### src/rtl/frc_pkg.sv
/*
 * constants and state types of the free-running / pulse-width capture timer
 * assumes a single clock and a plain strobe register port
 */
package frc_pkg;
    // ************************************************************
    // bus and widths
    // ************************************************************
    localparam int ADDR_W = 4;
    localparam int DATA_W = 16;
    localparam int NCH    = 4;
    localparam int PRE_W  = 8;
    // ************************************************************
    // register offsets
    // ************************************************************
    localparam logic [3:0] A_CTL0  = 4'h0;
    localparam logic [3:0] A_CTL1  = 4'h1;
    localparam logic [3:0] A_OUTC  = 4'h2;
    localparam logic [3:0] A_EDGE  = 4'h3;
    localparam logic [3:0] A_EXTC  = 4'h4;
    localparam logic [3:0] A_OPT   = 4'h5;
    localparam logic [3:0] A_OVCLR = 4'h6;
    localparam logic [3:0] A_CCR0  = 4'h8;
    localparam logic [3:0] A_CCR1  = 4'h9;
    localparam logic [3:0] A_CCR2  = 4'hA;
    localparam logic [3:0] A_CCR3  = 4'hB;
    localparam logic [3:0] A_CNT   = 4'hC;
    // ************************************************************
    // field positions and codes
    // ************************************************************
    localparam int CE_BIT  = 7;
    localparam int EXT_BIT = 6;
    localparam int OVF_BIT = 0;
    localparam int CCS_LSB = 4;
    localparam logic [2:0] MD_FREE = 3'h5;
    localparam logic [2:0] MD_PW   = 3'h6;
    localparam logic [1:0] EDGE_NONE = 2'h0;
    localparam logic [1:0] EDGE_RISE = 2'h1;
    localparam logic [1:0] EDGE_FALL = 2'h2;
    localparam logic [1:0] EDGE_BOTH = 2'h3;
    localparam logic [15:0] CNT_MAX  = 16'hFFFF;
    localparam logic [15:0] CNT_ZERO = 16'h0000;
    localparam logic [15:0] CNT_ONE  = 16'h0001;
    localparam logic [7:0]  REG_RST  = 8'h00;
    // ************************************************************
    // state types
    // ************************************************************
    typedef struct packed {
        logic        s1;
        logic        s2;
        logic        s3;
    } frc_edge_state_type;
    typedef struct packed {
        logic             ce;
        logic [2:0]       cks;
        logic             ext;
        logic [2:0]       md;
        logic [7:0]       outc;
        logic [7:0]       edgesel;
        logic [1:0]       extsel;
        logic [3:0]       ccs;
        logic             ovf;
        logic [3:0][15:0] ccr;
        logic [15:0]      cnt;
        logic [7:0]       pre;
        logic             tog;
        logic [15:0]      rd;
        logic [3:0]       ccirq;
        logic             ovirq;
        logic [3:0]       tout;
    } frc_state_type;
endpackage : frc_pkg

### src/rtl/frc_timer.sv
/*
 * 16-bit timer with four capture/compare registers, free-running and
 * pulse width measurement modes, overflow flag and plain register port
 * assumes capture pins are asynchronous; bus on SYS_CLK
 */
// Added by the designer: the register addresses and the plain strobed port.
`timescale 1ns/1ps
module frc_timer (
    // clock and reset
    input  wire logic        SYS_CLK,
    input  wire logic        RST_N,
    // register port
    input  wire logic [3:0]  ADDR,
    input  wire logic [15:0] WR_DATA,
    input  wire logic        WR_STB,
    input  wire logic        RD_STB,
    output logic      [15:0] RD_DATA,
    // capture pins
    input  wire logic [3:0]  CAPTURE_INPUT,
    // events and outputs
    output logic      [3:0]  CAPTURE_COMPARE_IRQ,
    output logic             COUNTER_OVERFLOW_IRQ,
    output logic      [3:0]  TIMER_OUTPUT
);
    frc_pkg::frc_state_type st_r, st_nxt;

    logic [4:0] edge_hit;
    logic [4:0] pin_src;
    logic [9:0] sel_src;
    logic [7:0] pre_mask;
    logic       tick;
    logic       run_free;
    logic       run_pw;
    logic       pw_clr;
    logic       ovf_set;
    logic       opt_wr;
    logic       bit_clr;
    localparam int CCS_TOP = frc_pkg::CCS_LSB + frc_pkg::NCH - 1;

    // ************************************************************
    // edge detectors: four capture channels plus external clock
    // ************************************************************
    assign pin_src = {CAPTURE_INPUT[0], CAPTURE_INPUT};
    assign sel_src = {st_r.extsel, st_r.edgesel};

    genvar g;
    generate
        for (g = 0; g < 5; g++) begin : g_det
            frc_edge_det u_det (
                .clk   (SYS_CLK),
                .rst_n (RST_N),
                .pin   (pin_src[g]),
                .sel   (sel_src[2*g+1 -: 2]),
                .hit   (edge_hit[g])
            );
        end
    endgenerate

    // ************************************************************
    // count clock and mode decode
    // ************************************************************
    assign pre_mask = 8'((9'h001 << st_r.cks) - 9'h001);
    assign tick     = st_r.ext ? edge_hit[4] : ((st_r.pre & pre_mask) == pre_mask);
    assign run_free = st_r.ce && (st_r.md == frc_pkg::MD_FREE);
    assign run_pw   = st_r.ce && (st_r.md == frc_pkg::MD_PW);
    assign pw_clr   = run_pw && (|edge_hit[3:0]);
    assign ovf_set  = (run_free || run_pw) && !pw_clr && tick
                      && (st_r.cnt == frc_pkg::CNT_MAX);
    assign opt_wr   = WR_STB && (ADDR == frc_pkg::A_OPT);
    assign bit_clr  = WR_STB && (ADDR == frc_pkg::A_OVCLR) && WR_DATA[frc_pkg::OVF_BIT];

    // ************************************************************
    // next state
    // ************************************************************
    always_comb begin
        st_nxt       = st_r;
        st_nxt.ccirq = '0;
        st_nxt.ovirq = 1'b0;
        st_nxt.rd    = '0;
        if (RD_STB) begin
            case (ADDR)
                frc_pkg::A_CTL0:  st_nxt.rd = {8'h00, st_r.ce, 4'h0, st_r.cks};
                frc_pkg::A_CTL1:  st_nxt.rd = {9'h000, st_r.ext, 3'h0, st_r.md};
                frc_pkg::A_OUTC:  st_nxt.rd = {8'h00, st_r.outc};
                frc_pkg::A_EDGE:  st_nxt.rd = {8'h00, st_r.edgesel};
                frc_pkg::A_EXTC:  st_nxt.rd = {14'h0000, st_r.extsel};
                frc_pkg::A_OPT:   st_nxt.rd = {8'h00, st_r.ccs, 3'h0, st_r.ovf};
                frc_pkg::A_CCR0:  st_nxt.rd = st_r.ccr[0];
                frc_pkg::A_CCR1:  st_nxt.rd = st_r.ccr[1];
                frc_pkg::A_CCR2:  st_nxt.rd = st_r.ccr[2];
                frc_pkg::A_CCR3:  st_nxt.rd = st_r.ccr[3];
                frc_pkg::A_CNT:   st_nxt.rd = st_r.cnt;
                default:          st_nxt.rd = '0;
            endcase
        end
        if (WR_STB) begin
            case (ADDR)
                frc_pkg::A_CTL0: begin
                    st_nxt.ce  = WR_DATA[frc_pkg::CE_BIT];
                    st_nxt.cks = WR_DATA[2:0];
                end
                frc_pkg::A_CTL1: begin
                    st_nxt.ext = WR_DATA[frc_pkg::EXT_BIT];
                    st_nxt.md  = WR_DATA[2:0];
                end
                frc_pkg::A_OUTC: st_nxt.outc    = WR_DATA[7:0];
                frc_pkg::A_EDGE: st_nxt.edgesel = WR_DATA[7:0];
                frc_pkg::A_EXTC: st_nxt.extsel  = WR_DATA[1:0];
                frc_pkg::A_OPT:  st_nxt.ccs     = WR_DATA[CCS_TOP:frc_pkg::CCS_LSB];
                frc_pkg::A_CCR0: st_nxt.ccr[0]  = WR_DATA;
                frc_pkg::A_CCR1: st_nxt.ccr[1]  = WR_DATA;
                frc_pkg::A_CCR2: st_nxt.ccr[2]  = WR_DATA;
                frc_pkg::A_CCR3: st_nxt.ccr[3]  = WR_DATA;
                default: ;
            endcase
        end
        // overflow flag: byte write of zero wins, set beats bit clear
        if (opt_wr && !WR_DATA[frc_pkg::OVF_BIT]) begin
            st_nxt.ovf = 1'b0;
        end else if (ovf_set) begin
            st_nxt.ovf = 1'b1;
        end else if (bit_clr) begin
            st_nxt.ovf = 1'b0;
        end
        // counter and channels
        if (!st_r.ce) begin
            st_nxt.cnt = frc_pkg::CNT_ZERO;
            st_nxt.pre = '0;
            st_nxt.tog = 1'b0;
        end else begin
            st_nxt.pre = st_r.pre + 8'h01;
            for (int m = 0; m < frc_pkg::NCH; m++) begin
                if (run_pw && edge_hit[m]) begin
                    st_nxt.ccr[m]   = st_r.cnt;
                    st_nxt.ccirq[m] = 1'b1;
                end else if (run_free && st_r.ccs[m] && edge_hit[m]) begin
                    st_nxt.ccr[m]   = st_r.cnt;
                    st_nxt.ccirq[m] = 1'b1;
                end else if (run_free && !st_r.ccs[m] && tick
                             && (st_r.cnt == st_r.ccr[m])) begin
                    st_nxt.ccirq[m] = 1'b1;
                    if (m == 0) begin
                        st_nxt.tog = ~st_r.tog;
                    end
                end
            end
            if (pw_clr) begin
                st_nxt.cnt = frc_pkg::CNT_ZERO;
            end else if (ovf_set) begin
                st_nxt.cnt   = frc_pkg::CNT_ZERO;
                st_nxt.ovirq = 1'b1;
            end else if ((run_free || run_pw) && tick) begin
                st_nxt.cnt = st_r.cnt + frc_pkg::CNT_ONE;
            end
        end
        // output pins: level from output control outside pulse width mode (all low there), toggling only free-run ch0
        for (int m = 0; m < frc_pkg::NCH; m++) begin
            st_nxt.tout[m] = st_nxt.outc[2*m+1];
        end
        if (st_nxt.md == frc_pkg::MD_FREE && !st_nxt.ccs[0] && st_nxt.outc[0]) begin
            st_nxt.tout[0] = st_nxt.outc[1] ^ st_nxt.tog;
        end
        if (st_nxt.md == frc_pkg::MD_PW) begin
            st_nxt.tout = '0;
        end
    end

    always_ff @(posedge SYS_CLK) begin
        if (!RST_N) begin
            st_r <= '0;
        end else begin
            st_r <= st_nxt;
        end
    end

    assign RD_DATA              = st_r.rd;
    assign CAPTURE_COMPARE_IRQ  = st_r.ccirq;
    assign COUNTER_OVERFLOW_IRQ = st_r.ovirq;
    assign TIMER_OUTPUT         = st_r.tout;

    logic ctl_wr;
    assign ctl_wr = WR_STB && (ADDR == frc_pkg::A_CTL0 || ADDR == frc_pkg::A_CTL1);
endmodule : frc_timer

### src/rtl/frc_edge_det.sv
/*
 * pin synchroniser and selectable edge detector for one input
 * assumes pin is asynchronous to clk
 */
`timescale 1ns/1ps
module frc_edge_det (
    // clock and reset
    input  wire logic       clk,
    input  wire logic       rst_n,
    // pin and selection
    input  wire logic       pin,
    input  wire logic [1:0] sel,
    // detected edge
    output logic            hit
);
    frc_pkg::frc_edge_state_type st_r, st_nxt;

    always_comb begin
        st_nxt    = st_r;
        st_nxt.s1 = pin;
        st_nxt.s2 = st_r.s1;
        st_nxt.s3 = st_r.s2;
    end

    always_ff @(posedge clk) begin
        if (!rst_n) begin
            st_r <= '0;
        end else begin
            st_r <= st_nxt;
        end
    end

    // ************************************************************
    // edge select, reads only the second and third stages
    // ************************************************************
    always_comb begin
        unique case (sel)
            frc_pkg::EDGE_RISE: hit = st_r.s2 & ~st_r.s3;
            frc_pkg::EDGE_FALL: hit = ~st_r.s2 & st_r.s3;
            frc_pkg::EDGE_BOTH: hit = st_r.s2 ^ st_r.s3;
            default:            hit = 1'b0;
        endcase
    end
endmodule : frc_edge_det

### config.mk
export PLATFORM = sky130hd
export DESIGN_NAME = frc_timer
export DESIGN_NICKNAME = d
export VERILOG_FILES = /design/src/rtl/frc_pkg.sv /design/src/rtl/frc_timer.sv /design/src/rtl/frc_edge_det.sv
export SDC_FILE = /design/constraint.sdc
export NUM_CORES = 1
export LEC_CHECK = 0
export BUFFER_PORTS_ARGS = -buffer_cell sky130_fd_sc_hd__buf_2
export CORE_AREA = 4 4 137 139
export CTS_BUF_LIST = sky130_fd_sc_hd__clkbuf_2
export DETAILED_ROUTE_END_ITERATION = 6
export DIE_AREA = 0 0 141 143
export PLACE_DENSITY = 0.65
export SYNTH_ARGS = -nofsm -noshare
export SYNTH_HDL_FRONTEND = slang
export SYNTH_SLANG_ARGS = --single-unit
### constraint.sdc
create_clock -name SYS_CLK -period 8.33 [get_ports SYS_CLK]
set_input_delay 1.666 -clock SYS_CLK [delete_from_list [all_inputs] [get_ports SYS_CLK]]
set_output_delay 1.666 -clock SYS_CLK [all_outputs]
set_load 0.02 [all_outputs]
# Word-level counts from Yosys, hierarchy flattened
# Cells that the tools add are included.
# word_totals
register_bits	157
wordCells	206
in_bits	28
out_inout_bits	25
# op_classes
n_eq_ne	36
reduce_logical	60
add_sub_neg	3
shift	1
muxes	47
bitwise	25
# ops
cell	n
$mux 16	12
$pmux 16 s11	1
$mux 64	2
$eq 16x16->1	4
$logic_and 1x1->1	37
$mux 25	1
$mux 1	21
$eq 2x2->1 const B	10
$eq 4x4->1 const B	5
$add 16x1->16 const B	1
$eq 16x16->1 const B	1
$mux 8	2
$reduce_and 2->1	8
$pmux 1 s3	5
$eq 3x3->1 const B	4
$eq 4x3->1 const B	3
$not 1->1	11
$eq 2x1->1 const B	5
$add 8x1->8 const B	1
$and 1x1->1	8
$and 8x8->8	1
$eq 4x2->1 const B	2
$eq 8x8->1	1
$reduce_or 4->1	2
13 further kinds	24

# Logic depth before layout (Yosys ltp)
# depth
ltp_word	13
mapped_depth	12
depth_no_buf	9

# Cells and area by module
# A second synthesis with hierarchy kept.
# hier_totals
hier_cells	1060
hier_area_um2	8475.6
# modules_own_cells
module	seq_area_each_um2	area_each_um2	n_inst	cells_per_inst
frc_timer	2882.8	7787.5	1	985
frc_edge_det	60.1	137.6	5	15

# Worst setup path after synthesis
# OpenSTA, ideal clock, no wires.
# synth_path
path_type	input to register
from	input ADDR[1]
to	register st_r (netlist bit TIMER_OUTPUT[0])
stages	7
required_time_ps	8258
t_arrival_ps	3306
path_slack_ps	4952
path_cell_list	clkbuf_1 -> nor2b_1 -> nand3_1 -> mux2_2 -> and4b_1 -> mux2i_1 -> mux2i_1
# synth_via
elab_chain_cells	7
# synth_lines
element	line_no	source
from (decl)	frc_timer.sv:13	input wire logic [3:0] ADDR,
$eq 4x1->1 or $eq 4x3->1 (tied branches)	frc_timer.sv:97	case (ADDR)
$mux 3 or $mux 4 (tied branches)	frc_timer.sv:97	
$mux 25 *	frc_timer.sv:96	if (WR_STB) begin
$eq 3x3->1 or $logic_not 1->1 (tied branches)	frc_timer.sv:160	if (st_nxt.md == frc_pkg::MD_FREE && !st_nxt.ccs[0] && st_nxt.outc[0]) begin
$logic_and 1x1->1 (2 in a row)	frc_timer.sv:160	
$mux 1	frc_timer.sv:160	
to (signal assigned)	frc_timer.sv:172	st_r <= st_nxt;
to (decl)	frc_timer.sv:25	frc_pkg::frc_state_type st_r, st_nxt;
# Every way passes the cells marked *; elsewhere a longest branch is shown, timed or not.
# A chain may end at the register's enable or synchronous reset.

# Worst setup path after layout
# layout_path
from	register st_r[143] in the netlist's numbering
to	register st_r[34] in the netlist's numbering
# layout_via
elab_chain_cells	8
# layout_lines
element	line_no	source
$shl 1x3->8 *	frc_timer.sv:62	assign pre_mask = 8'((9'h001 << st_r.cks) - 9'h001);
$sub 8x1->8 *	frc_timer.sv:62	
$and 8x8->8	frc_timer.sv:63	assign tick = st_r.ext ? edge_hit[4] : ((st_r.pre & pre_mask) == pre_mask);
$eq 8x8->1 *	frc_timer.sv:63	
$mux 1 *	frc_timer.sv:63	
$logic_and 1x1->1	frc_timer.sv:67	assign ovf_set = (run_free || run_pw) && !pw_clr && tick
$logic_and 1x1->1	frc_timer.sv:68	&& (st_r.cnt == frc_pkg::CNT_MAX);
$reduce_or 4->1 (no source line)	-	
# Marked as above.

==> flow_results.org <==
** Layout
- In the final layout, flip-flops and latches occupy around 3100 sq um.
- The area growth from synthesis to layout is 4.71%.
- Cells with a size suffix above 1 make up between 10 and 15% of the layout.
- Net count of the finished layout :: 1052
- The layout has 1719 filler cells.
- In the layout the commonest cells are dfxtp_1 (156), nand3_1 (149), nand2_1 (113).
- Multi-input gate area in the final layout :: 4920 sq um
- Once layout is complete, the utilization of the core stands at 51.2%.
- Most frequent standard cell in the layout excluding fill and tap cells :: dfxtp_1

** Worst hold path
- The tightest min-delay check is of the reg -> reg type.

** Worst setup path
- CP endpoint kind :: flop
- Arrival time reported for the critical path endpoint :: 3.94 ns
- At the worst endpoint, the required time is 8.97 ns.
- The worst setup path is launched from a flop.
- Of all nets on the critical path, the largest fanout is 12.
- By startpoint and endpoint, the worst setup path is classified as reg -> reg.

** Timing
- After layout, the worst path uses between 30% and 40% of the clock period.
- Clk_skew :: 0.0219 ns
- Setup violations remaining at the end of the flow were counted as 0.
- Achievable Freq :: 0.303 GHz
- The final hold violation count is 0.
- For the final routed database, the setup TNS stands at 0 ns.
- The count of pins over their slew limit is 0.
- Remaining max-slew budget at the tightest pin :: 35.6%
- Counting I/O delays and the setup requirement, the final critical path takes 3.30 ns.
- Setup repair after global routing left no endpoint under its margin.
- At the pin with the least slew margin, the transition time is 0.965 ns.

** Logic synthesis
- Netlist area before placement :: ~8600 sq um
- The Yosys step of the flow raised 0 warnings.
- Unique masters post-synth :: 60
- Share of synthesized registers carrying an async set or reset :: 0%
- Net Count, Synth :: ~1100
- Avg Cell Area, Syn :: 8.29 sq um
- After technology mapping, the gate count stands at 1042.
- In this run, synthesis produced a sequential element count of 156.
- Counting flops with a built-in enable in the synthesized netlist gives 0.
- For this run, the register share of the synthesized area comes to 36.2%.
- Most common flop cell mapped by yosys :: dfxtp_1

** Global routing
- For this run, the total global-route usage over all layers was measured as 25.5%.
- Antenna violations before repair :: 1
- First-pass GRT wire length :: around 40 mm
- Pin count of the biggest net entering global routing :: 87
- The number of global-route vias before repair was 7112.
- Summed over all layers, the global routing overflow is 0.

** Route
- DRC Markers :: 0
- For this run, the detailed router's first-pass iteration total came to 6.
- The detail route stage leaves a number of antenna-violating nets equal to 0.
- Vias per cell :: 6.19
- Average wire length per cell after detail routing :: 20.5 microns
- Total wire length :: 25.8 mm
- The first routing iteration left 970 violations.
- Total number of vias :: 7779

** Power and ir drop
- VDD IR-drop max :: 0.0834 mV
- In this run the power density over the cells is around 150 nW/um^2.
- LEAKAGE :: 0.00414 uW

** Die
- Standard-cell rows :: slightly below 50
- In this run the count of I/O pins placed on the die edge is 53.
- Core ar. :: 17700 sq um
- Die Footprint :: a little over 20000 sq um
- Initial core utilization :: 48.9%
- Y dimension of the die :: 143 microns
- Die Wd :: 141 microns

** Placement
- Sum of net half-perimeters after detailed placement :: 17.4 mm
- Buffers added on ports :: 52
- Routability-driven placement finished with a final weighted congestion of 1.00.

** CTS
- Setup bufs post-CTS :: 0
- CTS saw 156 sinks.
- After clock tree synthesis, the clock-pin slew on the worst setup and hold paths is between 0.2 and 0.25 ns.
- The clock tree synthesis step divided the H-tree into 4 levels.
- Root buffer cell :: clkbuf_2
- Once the clock tree was built, the resizer swapped 0 gates to a different size.
- CTS buffer count :: 17
- The number of hold buffers added after CTS was 0.
- Clock tree from TritonCTS :: done
- The clock reaches the later pin of the worst-skew pair after 0.76 ns.
- Max clock buf depth :: 2

** Job
- Across the run, the number of max-cap violations was 0.

** Outcome
- Outcome :: completed
Yosys cell counts (4+ instances only):
cell        n  area share [%]
xor2_1     44             4.5
buf_2       5            0.29
nor4_1     11            0.80
nor2b_1    35             2.5
dfxtp_1   156              36
or3_1       8            0.58
nor2_1     35             1.5
nor3_1     12            0.70
clkbuf_1   74             3.2
nand3_1   149             8.6
ha_1       11             1.6
inv_1      19            0.83
o21ai_0    25             1.4
o211a_1    64             7.4
and2_1     17             1.2
or4_1      10            0.87
a21boi_0    9            0.78
a22oi_1    23             2.0
a21oi_1    21             1.2
o31ai_1     7            0.61
nand3b_1    4            0.35
mux2i_1    32             3.7
o211ai_1    6            0.52
nand2_1   113             4.9
nand4_1    16             1.2
buf_1      10            0.43
nand2b_1    6            0.43
a221oi_1    6            0.61
a31oi_1    14             1.0
xnor2_1    33             3.3
and3_1      4            0.29
buf_4      24             2.1
final timing paths:
| check | cells past startpoint | start | end | slack [ns] |
|---|---|---|---|---|
| setup / recovery | 9 | st_r[143] | st_r[34] | 5.03 |
| hold / removal | 1 | g_det[4].u_det.st_nxt[1] | g_det[4].u_det.st_nxt[0] | 0.46 |
| setup reg to reg | 9 | st_r[143] | st_r[34] | 5.03 |
| hold reg to reg | 1 | g_det[4].u_det.st_nxt[1] | g_det[4].u_det.st_nxt[0] | 0.46 |
state kept, by name, summed over array words and instances (netlist names):
register	cells
CAPTURE_COMPARE_IRQ	4
COUNTER_OVERFLOW_IRQ	1
RD_DATA	16
TIMER_OUTPUT	4
g_det.u_det.st_nxt	8
g_det.u_det.st_r	4
sel_src	10
st_r	109
through the flow:
stage               hold WS [ns]  worst slack, ns  cells  instance area (sq um)  power (uW)
finish                     0.464             5.03   1256                   9040        1350
global route               0.477             4.78   1256                   9040        1400
CTS                        0.472             5.01   1255                   9040        1350
detailed placement         0.423             4.31   1223                   8770         880
global placement           0.416             4.31   1223                   8770         880
floorplan                  0.412             4.95   1042                   8630         843
where the power goes:
part           switching [uW]  total, uW  internal (uW)
logic                    70.0        104           33.9
clock network             280        478            198
registers                8.15        765            757
total                     358       1350            989
routing by layer:
layer,routed length [microns],share of wire (%),track usage [%],up-vias
met3,2280,8.8,4.55,56
li1,-,-,-,3644
met2,11400,44,38.7,411
met1,11300,44,36.6,3668
met4,765,3.0,8.77,0
met5,0,0,0,-
cell type report:
type	instances	share of cell area (%)
well taps	229	3.17
clock buffers	20	1.11
clock inverters	12	1.90
flip-flops and latches	156	34.5
multi-input cells	753	54.4
inverters	19	0.789
repair buffers	66	4.07
diodes	1	0.0277
kinds of logic (layout without fill, tap and decap cells):
kind of cell	count (synthesis)	in the layout	synth area share, %
DFF	156	156	36.2
xor gates and xnor gates	77	77	7.81
and+or+nand+nor	436	436	25.6
AOI/OAI and AO/OA	194	194	17.8
other	0	1	0
adders and majority gates	11	11	1.59
muxes	35	35	4.10
buffers and inverters	133	117	6.98
worst max-delay path, stage by stage, from the launching register on:
cell,delay (ns)
dfxtp_1,0.45
or3_1,0.41
ha_1,0.23
and2b_1,0.21
o41ai_2,0.08
o41ai_4,0.29
buf_4,0.25
nand3_1,0.33
o211ai_1,0.83
nor2_1,0.10
Power figures use the tool's default switching activity.
